--- src/core/rtdc_cfg.svh ---
// Constants for the RS-485 transceiver direction control block
`ifndef RTDC_CFG_SVH
`define RTDC_CFG_SVH
`define RTDC_MODE_FOUR_WIRE   8'h80
`define RTDC_MODE_ECHO        8'h81
`define RTDC_MODE_TERM_CTRL   8'h82
`define RTDC_MODE_AUTO        8'h83
`define RTDC_FIFO_DEPTH       16
`define RTDC_DATA_W           8
`define RTDC_BAUD_DIV_W       16
`define RTDC_BAUD_DIV_RST     16'h0010
`define RTDC_RX_THRESH_RST    5'h01
`endif

--- src/core/rtdc_pkg.sv ---
// Types for the RS-485 transceiver direction control block
package rtdc_pkg;
   typedef enum logic [2:0] {
      RTDC_IDLE   = 3'b000,
      RTDC_START  = 3'b001,
      RTDC_DATA   = 3'b011,
      RTDC_PARITY = 3'b010,
      RTDC_STOP   = 3'b110
   } rtdc_bit_state_t;
   typedef enum logic [1:0] {
      RTDC_PAR_NONE = 2'b00,
      RTDC_PAR_EVEN = 2'b01,
      RTDC_PAR_ODD  = 2'b10
   } rtdc_parity_t;
endpackage : rtdc_pkg

--- src/core/rtdc_fifo.sv ---
// Character FIFO with valid and ready on both sides
`timescale 1ns/1ps
module rtdc_fifo #(
   parameter int WIDTH = 8,
   parameter int DEPTH = 16
) (
   input  wire logic             clk_sys,
   input  wire logic             rst_n,
   input  wire logic             flush,
   input  wire logic [WIDTH-1:0] in_data,
   input  wire logic             in_valid,
   output logic                  in_ready,
   output logic [WIDTH-1:0]      out_data,
   output logic                  out_valid,
   input  wire logic             out_ready,
   output logic [$clog2(DEPTH):0] level
);
   localparam int AW = $clog2(DEPTH);
   logic [WIDTH-1:0] mem [DEPTH];
   logic [AW-1:0]    wr_ptr;
   logic [AW-1:0]    rd_ptr;
   logic [AW:0]      count;
   logic [AW-1:0]    next_wr_ptr;
   logic [AW-1:0]    next_rd_ptr;
   logic [AW:0]      next_count;
   logic             push;
   logic             pop;

   assign in_ready  = (count != AW'(0) + (AW+1)'(DEPTH)) ? 1'b1 : 1'b0;
   assign out_valid = (count != '0);
   assign push      = in_valid & in_ready & ~flush;
   assign pop       = out_valid & out_ready & ~flush;
   assign out_data  = mem[rd_ptr];
   assign level     = count;

   always_comb begin
      next_wr_ptr = wr_ptr;
      next_rd_ptr = rd_ptr;
      next_count  = count;
      if (flush) begin
         next_wr_ptr = '0;
         next_rd_ptr = '0;
         next_count  = '0;
      end else begin
         if (push) next_wr_ptr = AW'(wr_ptr + 1'b1);
         if (pop)  next_rd_ptr = AW'(rd_ptr + 1'b1);
         if (push && !pop) next_count = (AW+1)'(count + 1'b1);
         else if (pop && !push) next_count = (AW+1)'(count - 1'b1);
      end
   end

   always_ff @(posedge clk_sys or negedge rst_n) begin
      if (!rst_n) begin
         wr_ptr <= '0;
         rd_ptr <= '0;
         count  <= '0;
      end else begin
         wr_ptr <= next_wr_ptr;
         rd_ptr <= next_rd_ptr;
         count  <= next_count;
      end
   end

   always_ff @(posedge clk_sys) begin
      if (push) mem[wr_ptr] <= in_data;
   end
endmodule : rtdc_fifo

--- src/core/rtdc_uart.sv ---
// Serial port with RS-485 transceiver direction control
`timescale 1ns/1ps
`include "rtdc_cfg.svh"
// Notes on behaviour
// RQ1: Four-wire: driver, receiver always on; reset default.
// RQ2: Echo mode: driver on only while terminal-ready deasserted.
// RQ3: Echo mode: receiver always on, own characters echo.
// RQ4: Terminal-controlled: receiver off whenever driver on.
// RQ5: Auto mode: driver follows transmit-ready per byte.
// RQ6: Auto mode: receiver on only while transmit-ready unasserted.
// RQ7: Terminal-ready and transmit-ready lines are active low.
// RQ8: Host clears terminal-ready bit before sending characters.
// RQ9: Host sets bit only after last character leaves.
// RQ10: Mode codes 128, 129, 130, 131.
// RQ11: Mode loaded at port open, before transfers.
// RQ12: Transmit and receive FIFOs, enabled as pair.
// RQ13: Receive interrupt when level reaches threshold.
// RQ14: Host writes at most transmit block per interrupt.
// RQ15: Host lowers receive threshold at high rates.
// RQ16: Programmable rate, data bits, parity, stop bits.
// RQ17: Flow control halts the character stream.
// RQ18: Auto mode driver on until last stop bit.
module rtdc_uart
   import rtdc_pkg::*;
#(
   parameter int DATA_W = `RTDC_DATA_W,
   parameter int DEPTH  = `RTDC_FIFO_DEPTH
) (
   input  wire logic                        clk_sys,
   input  wire logic                        rst_n,
   input  wire logic                        port_open,
   input  wire logic [7:0]                  mode_sel,
   input  wire logic                        fifo_enable,
   input  wire logic [$clog2(DEPTH):0]      rx_thresh,
   input  wire logic [$clog2(DEPTH):0]      tx_block,
   input  wire logic [`RTDC_BAUD_DIV_W-1:0] baud_div,
   input  wire logic [3:0]                  data_bits,
   input  wire logic [1:0]                  parity_sel,
   input  wire logic                        two_stop,
   input  wire logic                        flow_en,
   input  wire logic                        cts_n,
   input  wire logic                        term_ready_bit,
   input  wire logic [DATA_W-1:0]           tx_data,
   input  wire logic                        tx_valid,
   output logic                             tx_ready,
   output logic [DATA_W-1:0]                rx_data,
   output logic                             rx_valid,
   input  wire logic                        rx_ready,
   output logic                             rx_irq,
   output logic                             tx_irq,
   output logic                             rts_n,
   output logic                             terminal_ready_line,
   output logic                             transmit_ready_line,
   output logic                             txd,
   input  wire logic                        rxd,
   output logic                             driver_en,
   output logic                             receiver_en
);
   // ---------------------------------------------------------------
   // Mode latch
   // ---------------------------------------------------------------
   logic [7:0] mode;
   logic [7:0] next_mode;
   logic       open_q;
   logic       next_open_q;
   always_comb begin
      next_open_q = port_open;
      next_mode   = mode;
      if (port_open && !open_q) next_mode = mode_sel; // [RQ11] [RQ10]
   end
   always_ff @(posedge clk_sys or negedge rst_n) begin
      if (!rst_n) begin
         mode   <= `RTDC_MODE_FOUR_WIRE; // [RQ1]
         open_q <= 1'b0;
      end else begin
         mode   <= next_mode;
         open_q <= next_open_q;
      end
   end

   // ---------------------------------------------------------------
   // Transmit FIFO and shifter
   // ---------------------------------------------------------------
   localparam int LW = $clog2(DEPTH) + 1;
   logic [DATA_W-1:0] txf_data;
   logic              txf_valid;
   logic              txf_pop;
   logic [LW-1:0]     txf_level;
   logic [DATA_W-1:0] txf_in;
   logic              txf_in_valid;
   logic              txf_in_ready;

   assign txf_in       = tx_data;
   assign txf_in_valid = tx_valid & (fifo_enable | (txf_level == '0));
   assign tx_ready     = txf_in_ready & (fifo_enable | (txf_level == '0)); // [RQ12]

   rtdc_fifo #(.WIDTH(DATA_W), .DEPTH(DEPTH)) u_tx_fifo (
      .clk_sys   (clk_sys),
      .rst_n     (rst_n),
      .flush     (1'b0),
      .in_data   (txf_in),
      .in_valid  (txf_in_valid),
      .in_ready  (txf_in_ready),
      .out_data  (txf_data),
      .out_valid (txf_valid),
      .out_ready (txf_pop),
      .level     (txf_level)
   );

   rtdc_bit_state_t                tx_st, next_tx_st;
   logic [`RTDC_BAUD_DIV_W-1:0]    tx_cnt, next_tx_cnt;
   logic [3:0]                     tx_bit, next_tx_bit;
   logic [DATA_W-1:0]              tx_sh, next_tx_sh;
   logic                           tx_par, next_tx_par;
   logic                           txd_q, next_txd_q;
   logic                           tx_tick;
   logic                           tx_go;

   assign tx_tick = (tx_cnt == '0);
   assign tx_go   = txf_valid & ~(flow_en & cts_n); // [RQ17]
   assign txf_pop = (tx_st == RTDC_IDLE) & tx_go;

   always_comb begin
      next_tx_st  = tx_st;
      next_tx_cnt = tx_tick ? baud_div : tx_cnt - 1'b1;
      next_tx_bit = tx_bit;
      next_tx_sh  = tx_sh;
      next_tx_par = tx_par;
      next_txd_q  = txd_q;
      case (tx_st)
         RTDC_IDLE: begin
            next_txd_q = 1'b1;
            if (tx_go) begin
               next_tx_sh  = txf_data;
               next_tx_par = (parity_sel == RTDC_PAR_ODD);
               next_tx_bit = '0;
               next_tx_cnt = baud_div;
               next_txd_q  = 1'b0;
               next_tx_st  = RTDC_START;
            end
         end
         RTDC_START: begin
            if (tx_tick) begin
               next_txd_q = tx_sh[0];
               next_tx_par = tx_par ^ tx_sh[0];
               next_tx_sh = tx_sh >> 1;
               next_tx_st = RTDC_DATA;
            end
         end
         RTDC_DATA: begin
            if (tx_tick) begin
               if (tx_bit == data_bits - 4'h1) begin // [RQ16]
                  if (parity_sel == RTDC_PAR_NONE) begin
                     next_txd_q = 1'b1;
                     next_tx_bit = '0;
                     next_tx_st = RTDC_STOP;
                  end else begin
                     next_txd_q = tx_par;
                     next_tx_st = RTDC_PARITY;
                  end
               end else begin
                  next_txd_q  = tx_sh[0];
                  next_tx_par = tx_par ^ tx_sh[0];
                  next_tx_sh  = tx_sh >> 1;
                  next_tx_bit = tx_bit + 4'h1;
               end
            end
         end
         RTDC_PARITY: begin
            if (tx_tick) begin
               next_txd_q  = 1'b1;
               next_tx_bit = '0;
               next_tx_st  = RTDC_STOP;
            end
         end
         default: begin
            if (tx_tick) begin
               if (two_stop && tx_bit == '0) next_tx_bit = 4'h1;
               else next_tx_st = RTDC_IDLE; // [RQ18]
            end
         end
      endcase
   end

   always_ff @(posedge clk_sys or negedge rst_n) begin
      if (!rst_n) begin
         tx_st  <= RTDC_IDLE;
         tx_cnt <= '0;
         tx_bit <= '0;
         tx_sh  <= '0;
         tx_par <= 1'b0;
         txd_q  <= 1'b1;
      end else begin
         tx_st  <= next_tx_st;
         tx_cnt <= next_tx_cnt;
         tx_bit <= next_tx_bit;
         tx_sh  <= next_tx_sh;
         tx_par <= next_tx_par;
         txd_q  <= next_txd_q;
      end
   end
   assign txd = txd_q;
   // Transmit-ready active low while a character is queued or on the line
   assign transmit_ready_line = ~(txf_valid | (tx_st != RTDC_IDLE)); // [RQ7] [RQ18]
   assign tx_irq = (txf_level <= tx_block) ? 1'b1 : 1'b0; // [RQ14]
   // Setting the control bit asserts the active-low line; clearing it frees the driver
   assign terminal_ready_line = ~term_ready_bit; // [RQ7] [RQ8] [RQ9]

   // ---------------------------------------------------------------
   // Transceiver enables
   // ---------------------------------------------------------------
   always_comb begin
      driver_en   = 1'b1;
      receiver_en = 1'b1;
      if (mode == `RTDC_MODE_ECHO) begin
         driver_en   = terminal_ready_line; // [RQ2] [RQ7]
         receiver_en = 1'b1; // [RQ3]
      end else if (mode == `RTDC_MODE_TERM_CTRL) begin
         driver_en   = terminal_ready_line; // [RQ4]
         receiver_en = ~terminal_ready_line; // [RQ4]
      end else if (mode == `RTDC_MODE_AUTO) begin
         driver_en   = ~transmit_ready_line; // [RQ5] [RQ7]
         receiver_en = transmit_ready_line; // [RQ6]
      end
   end

   // ---------------------------------------------------------------
   // Receiver
   // ---------------------------------------------------------------
   rtdc_bit_state_t             rx_st, next_rx_st;
   logic [`RTDC_BAUD_DIV_W-1:0] rx_cnt, next_rx_cnt;
   logic [3:0]                  rx_bit, next_rx_bit;
   logic [DATA_W-1:0]           rx_sh, next_rx_sh;
   logic                        rx_push, next_rx_push;
   logic                        rx_in;
   logic                        rx_tick;
   logic                        rxf_ready;
   logic [LW-1:0]               rxf_level;

   assign rx_in   = rxd | ~receiver_en;
   assign rx_tick = (rx_cnt == '0);

   always_comb begin
      next_rx_st   = rx_st;
      next_rx_cnt  = rx_tick ? baud_div : rx_cnt - 1'b1;
      next_rx_bit  = rx_bit;
      next_rx_sh   = rx_sh;
      next_rx_push = 1'b0;
      case (rx_st)
         RTDC_IDLE: begin
            if (!rx_in) begin
               next_rx_cnt = {1'b0, baud_div[`RTDC_BAUD_DIV_W-1:1]};
               next_rx_st  = RTDC_START;
            end
         end
         RTDC_START: begin
            if (rx_tick) begin
               next_rx_bit = '0;
               next_rx_st  = rx_in ? RTDC_IDLE : RTDC_DATA;
            end
         end
         RTDC_DATA: begin
            if (rx_tick) begin
               next_rx_sh  = {rx_in, rx_sh[DATA_W-1:1]};
               next_rx_bit = rx_bit + 4'h1;
               if (rx_bit == data_bits - 4'h1)
                  next_rx_st = (parity_sel == RTDC_PAR_NONE) ? RTDC_STOP : RTDC_PARITY;
            end
         end
         RTDC_PARITY: begin
            if (rx_tick) next_rx_st = RTDC_STOP;
         end
         default: begin
            if (rx_tick) begin
               next_rx_sh   = rx_sh >> (4'(DATA_W) - data_bits);
               next_rx_push = rx_in;
               next_rx_st   = RTDC_IDLE;
            end
         end
      endcase
   end

   always_ff @(posedge clk_sys or negedge rst_n) begin
      if (!rst_n) begin
         rx_st   <= RTDC_IDLE;
         rx_cnt  <= '0;
         rx_bit  <= '0;
         rx_sh   <= '0;
         rx_push <= 1'b0;
      end else begin
         rx_st   <= next_rx_st;
         rx_cnt  <= next_rx_cnt;
         rx_bit  <= next_rx_bit;
         rx_sh   <= next_rx_sh;
         rx_push <= next_rx_push;
      end
   end

   rtdc_fifo #(.WIDTH(DATA_W), .DEPTH(DEPTH)) u_rx_fifo (
      .clk_sys   (clk_sys),
      .rst_n     (rst_n),
      .flush     (1'b0),
      .in_data   (rx_sh),
      .in_valid  (rx_push & (fifo_enable | (rxf_level == '0))), // [RQ12]
      .in_ready  (rxf_ready),
      .out_data  (rx_data),
      .out_valid (rx_valid),
      .out_ready (rx_ready),
      .level     (rxf_level)
   );
   assign rts_n  = ~(rxf_ready & (fifo_enable | (rxf_level == '0))); // [RQ17]
   assign rx_irq = rx_valid & ((rxf_level >= rx_thresh) | ~fifo_enable); // [RQ13]
endmodule : rtdc_uart

--- config.mk ---
export PLATFORM = sky130hd
export DESIGN_NAME = rtdc_uart
export DESIGN_NICKNAME = d
export VERILOG_FILES = /design/src/core/rtdc_pkg.sv /design/src/core/rtdc_fifo.sv /design/src/core/rtdc_uart.sv
export VERILOG_INCLUDE_DIRS = /design/src /design/src/core
export SDC_FILE = /design/constraint.sdc
export NUM_CORES = 1
export LEC_CHECK = 0
export ABC_AREA = 0
export ABC_CLOCK_PERIOD_IN_PS = 4500
export BUFFER_PORTS_ARGS = -buffer_cell sky130_fd_sc_hd__buf_2
export CELL_PAD_IN_SITES_DETAIL_PLACEMENT = 0
export CELL_PAD_IN_SITES_GLOBAL_PLACEMENT = 1
export CORE_ASPECT_RATIO = 0.75
export CORE_UTILIZATION = 56
export DETAILED_ROUTE_END_ITERATION = 10
export PLACE_DENSITY = 0.95
export SLEW_MARGIN = 10
export SYNTH_ARGS = -nofsm -noshare
export SYNTH_HDL_FRONTEND = slang
export SYNTH_SLANG_ARGS = --single-unit
--- constraint.sdc ---
create_clock -name clk_sys -period 4.5 [get_ports clk_sys]
set_clock_uncertainty 0.05 [all_clocks]
set_input_delay 0.9 -clock clk_sys [delete_from_list [all_inputs] [get_ports clk_sys]]
set_output_delay 0.9 -clock clk_sys [all_outputs]
set_load 0.02 [all_outputs]
Word-level counts from Yosys, hierarchy flattened
Memories as Yosys holds them, arrays and structs flattened. Cells that the tools add are included.

Add/sub/neg operators: 14. $lt $le $gt $ge: 2. Equality and inequality tests: 27. Shifts and indexed selects: 1. Multiplexer cells: 73. Bitwise logic cells: 26. Reduce and logical (&&, ||, !) cells: 39.

Operators with widths (number): $mux 16 (6); $mux 8 (6); $mux 3 (14); $mux 4 (9); $logic_not 16->1 (2); $sub 16x1->16 const B (2); $mux 1 (25); $add 4x1->4 const B (6); $eq 8x8->1 const B (3); $pmux 3 s4 (2); $pmux 8 s3 (1); $ne 2x2->1 const B (11); $mux 5 (4); $pmux 4 s4 (1); $pmux 8 s2 (1); $reduce_and 7->1 (2); $and 1x1->1 (12); $eq 3x2->1 const B (4); $add 5x1->5 const B (2); $logic_not 5->1 (2); $ne 5x5->1 const B (2); $reduce_bool 2->1 (5); $reduce_bool 5->1 (2); $sub 5x1->5 const B (2); 31 further kinds (56).

Register bits: 100. Memory bits (writable): 256. Output and inout bits: 18. Logic and storage cells: 203. Memories kept: 2.

Memories: u_rx_fifo.mem (depth 16, bits a word 8, read ports 1, clocked after Yosys merged registers in 0, wr ports 1, RTL line rtdc_fifo.sv:19) `logic [WIDTH-1:0] mem [DEPTH];`; u_tx_fifo.mem (depth 16, bits a word 8, read ports 1, clocked after Yosys merged registers in 0, wr ports 1, RTL line rtdc_fifo.sv:19).

Depth between registers and ports, before layout
Word-level depth: 11. Mapped depth: 13.

Cells and area by module
Synthesis repeated with hierarchy kept, for this count alone.

Cell total of the unflattened synthesis: 1207. Area total of the unflattened synthesis: 16625.9 sq um.

By module, submodules not included: rtdc_fifo at u_tx_fifo (instances 1, cells each 342, area each 5989.5 sq um, sequential area each 4169.0 sq um); rtdc_fifo at u_rx_fifo (instances 1, cells each 343, area each 5889.4 sq um, sequential area each 4169.0 sq um); rtdc_uart (instances 1, cells each 522, area each 4747.1 sq um, sequential area each 1854.3 sq um).

Least setup slack after synthesis
Ideal clock, no wire load.

Path type: reg-to-reg. From: register u_tx_fifo.count[0] (netlist: u_tx_fifo.level[0]). To: register u_tx_fifo.count[4] (netlist: u_tx_fifo.level[4]). Data arrival time: 3.325 ns. Data required time: 4.323 ns. Path slack: 0.998 ns. Stages on the path, launching flop included: 13. Period minus slack after synthesis: 3.502 ns. Cells stage by stage: dfrtp_1 -> or4_1 -> o21ai_0 -> nand2_1 -> clkinv_1 -> ha_1 -> inv_1 -> fa_1 -> a21o_1 -> a21oi_1 -> xnor2_1 -> nor2_1 -> xor2_1.

Word-level cells in the longest chain between the ends: 7. Elaborated cells on any way between the ends: 19.

Ends and longest elaborated chain: start: declaration (RTL line rtdc_fifo.sv:22) `logic [AW:0] count;`; start signal: assignment (RTL line rtdc_fifo.sv:60) `count <= next_count;`; $logic_not 5->1 (RTL line rtdc_uart.sv:94) `assign txf_in_valid = tx_valid & (fifo_enable | (txf_level == '0));`; $or 1x1->1 (RTL line rtdc_uart.sv:94); $and 1x1->1 (RTL line rtdc_uart.sv:94); $and 1x1->1 * (RTL line rtdc_fifo.sv:31) `assign push = in_valid & in_ready & ~flush;`; via u_tx_fifo.push (RTL line rtdc_fifo.sv:26) `logic push;`; $logic_not 1->1 (RTL line rtdc_fifo.sv:48) `else if (pop && !push) next_count = (AW+1)'(count - 1'b1);`; $logic_and 1x1->1 (RTL line rtdc_fifo.sv:48); $reduce_bool 2->1 (no source line).

The timed path passes the listed nets; every way through them passes the cells marked *. The select of a mux whose other input is x is not followed. A chain may end at the register's enable or synchronous reset.

Worst setup path after layout
From: register u_rx_fifo.rd_ptr[0]. To: output port rx_data[1].

Word-level cells in the longest chain between the ends: 1.

Ends and longest elaborated chain: start: declaration (RTL line rtdc_fifo.sv:21) `logic [AW-1:0] rd_ptr;`; start signal: assignment (RTL line rtdc_fifo.sv:59) `rd_ptr <= next_rd_ptr;`; $mem_v2 16x8; end: declaration (RTL line rtdc_uart.sv:46) `output logic [DATA_W-1:0] rx_data,`.

Every way passes these cells.

==> flow_metrics.py <==
metrics = {
    "cts": {
        "cts_buffer_depth": 3,
        "cts_sinks": 356,
        "postCtsSetupRepairBufs": 0,
        "root_buffer": "clkbuf_16",
        "cts_inserted_buffers": 34,
        "postCtsHoldBufs": 0,
        "cts_tree": "yes",
        "clk_latency_ns": 0.52,
        "clkTransAtPathRegs_ns": 0.06,
        "htreeDepth": 2,
        "cts-resized-gates": 0,
    },
    "die": {
        "core_region_area_um2": 28100,
        "rows": 53,
        "io-pin-count": 77,
        "die_area_um2": 29200,
        "initial_utilization_pct": 57.0,
        "fp.dieW_um": 197,
        "die_h_um": 148,
    },
    "global_route": {
        "grt_max_degree": 61,
        "grt_pass1_vias": 9730,
        "grt_pass1_wl_um": 54400,
        "antenna_found_initial": 3,
        "grt_overflow": 0,
        "grt_usage_pct": 24.4,
    },
    "yosys": {
        "yosysWarnings": 0,
        "ys_seq_area_share_pct": 63.8,
        "async_flop_share_pct": 28.1,
        "synth_nets": 1231,
        "synth_area_um2": 16000,
        "yosys-top-cells-area": "edfxtp_1 48%, dfrtp_1 15%, mux4_2 8.3%",
        "yosysTopAreaCell": "edfxtp_1",
        "avgSynthCellArea_um2": 14.1,
        "yosys.cell_count.top_type": "edfxtp_1",
        "synth_top_area_share_pct": 48.1,
        "synth_common_cells": "256 x edfxtp_1, 111 x nand2_1, 98 x dfrtp_1",
        "synth.distinct_cells": 62,
        "ys.flop_type": "edfxtp_1",
        "synth_edf_count": 256,
        "syn_inst": 1133,
        "ys_ff_latch": 356,
    },
    "layout": {
        "area_growth_pct": 12.4,
        "finalCoreUtilization_pct": 64.0,
        "layout.cells.non_filler": 1627,
        "nets": 1311,
        "final_area_um2": 18000,
        "drive_gt1_share_pct": 20.1,
    },
    "placed_design": {
        "dp.final_hpwl_um": 22300,
        "placedCellCount": 1562,
        "globalplace.congestion": 0.826,
        "place_area_um2": 16800,
        "pre_cts_slack_ns": 1.02,
        "io_buffers": 76,
    },
    "timing": {
        "rsz0062_at_grt": "no",
        "max_freq_mhz": 260,
        "slew_headroom_pct": 30.8,
        "fin_crit_sh_pct": 85.5,
        "slew_viol_final": 0,
        "fin_crit_ns": 3.85,
        "hold_viol": 0,
        "setup_violations": 0,
        "fin_setup_tns_ns": 0,
        "worst_slew_pin_slew_ns": 1.04,
        "whs_ns": 0.406,
        "timing.final.ws_setup_ns": 0.654,
    },
    "critical_path": {
        "worstPathRequired_ns": 3.55,
        "path_max_fanout": 16,
        "critPathSlowestCell": "dfrtp_2",
        "rrSetupSlack_ns": 0.96,
        "crit_chain": "buf_4 -> mux4_2 -> mux4_2 -> buf_2",
        "path_class": "flop to output port",
        "path_buf_inv": 2,
        "arrival_ns": 2.90,
        "critical-path-top-delay-family": "multiplexers",
        "cpMostUsedCell": "mux4_2",
        "max_stage_delay_ns": 0.74,
        "start_kind": "flop",
        "end_kind": "output port",
    },
    "routing": {
        "drt_wl_total_um": 34700,
        "drt-wirelength-per-cell_um": 21.3,
        "drc": 0,
        "ant_nets": 0,
        "dr.pass1.iters": 6,
        "drt-initial-drc-count": 952,
        "via_count": 9776,
        "viasPerCell": 6.01,
    },
    "power": {
        "power_frac_seq_pct": 49.2,
        "p_int_mw": 6.00,
        "combinationalPowerShare_pct": 14.2,
        "clockPowerShare_pct": 36.6,
        "p_leak_nw": 6.10,
        "swShare_pct": 26.2,
        "ir_drop_mv": 0.295,
        "power.total_mw": 8.13,
        "switchingPower_mw": 2.13,
        "powerDensity_nw_per_um2": 452,
    },
    "status": {
        "outcome": "complete, no violations",
    },
    "min_path": {
        "worstHoldPathType": "primary input to asynchronous set/reset pin",
    },
    "run": {
        "maxCapViolCount": 0,
    },
}
-- cells by family after synthesis --
kind of cell,synth area share (%)
AO/OA/AOI/OAI,6.76
multiplexers,12.1
XOR/XNOR,3.18
flip-flops,63.8
AND/OR/NAND/NOR,8.57
buffers and inverters,2.45
adder cells (fa/ha/maj),3.15
-- placed cells by master (no fill, tap or decap), types with 23 or more instances in the layout --
master,instances
xnor2_1,37
clkbuf_16,35
ha_1,37
mux4_2,59
nor2_1,61
o21ai_0,54
buf_2,75
nand2_1,111
inv_1,45
dfrtp_1,96
mux2i_1,34
o21ai_1,27
mux2_2,24
edfxtp_1,256
a21oi_1,36
buf_4,23
-- state kept, by name, summed over array words and instances (netlist names) --
register	flops
rx_cnt	16
u_tx_fifo.mem	128
u_rx_fifo.mem	128
rx_bit	4
u_rx_fifo.wr_ptr	4
open_q	1
u_rx_fifo.level	5
u_tx_fifo.rd_ptr	4
u_tx_fifo.level	5
tx_st	3
txd	1
tx_sh	8
mode	8
tx_par	1
u_rx_fifo.rd_ptr	4
tx_cnt	16
rx_push	1
tx_bit	4
rx_sh	8
u_tx_fifo.wr_ptr	4
rx_st	3
-- layer usage --
layer	global-route usage, %	routed length, µm	vias up
met5	0	0	-
met2	38.2	16300	431
li1	-	-	4415
met4	6.78	579	0
met3	5.74	2930	45
met1	34.6	14900	4885
-- layout make-up --
type / count / area (µm²)
antenna: 4 / 10.0
clock buffer: 41 / 908
clock inverter: 20 / 248
fill: 1985 / 10100
inverter: 46 / 173
multi-input combinational: 677 / 5400
sequential: 356 / 10200
tap: 385 / 482
timing repair buffer: 98 / 548
-- worst paths after layout --
kind | from | end | cells after the start
max | u_rx_fifo.rd_ptr[0] | rx_data[1] | 4
min | rst_n | mode[2] | 1
max reg2reg | u_rx_fifo.level[1] | u_rx_fifo.level[4] | 12
min reg2reg | mode[5] | mode[5] | 1
max in group asynchronous | rst_n | u_rx_fifo.rd_ptr[0] | 2
min in group clk_sys | port_open | open_q | 1
-- power groups by stage --
stage               clock network, mW  registers, mW  logic, mW
floorplan                           0           3.91      0.937
global route                     3.13           4.03       1.29
finish                           2.98           4.00       1.15
global placement                    0           4.05       1.10
CTS                              3.02           4.00       1.16
detailed placement                  0           4.06       1.14
-- worst register-to-register path, cell delays in order (launching register included) --
cell     delay, ns
dfrtp_1       0.42
or4_1         0.55
nor2_1        0.24
a21oi_1       0.14
nor2b_1       0.49
ha_1          0.35
inv_1         0.12
ha_1          0.33
a21o_1        0.20
a21oi_1       0.18
xnor2_1       0.15
nor2_1        0.07
xor2_1        0.15
(Power assumes the default switching activity.)
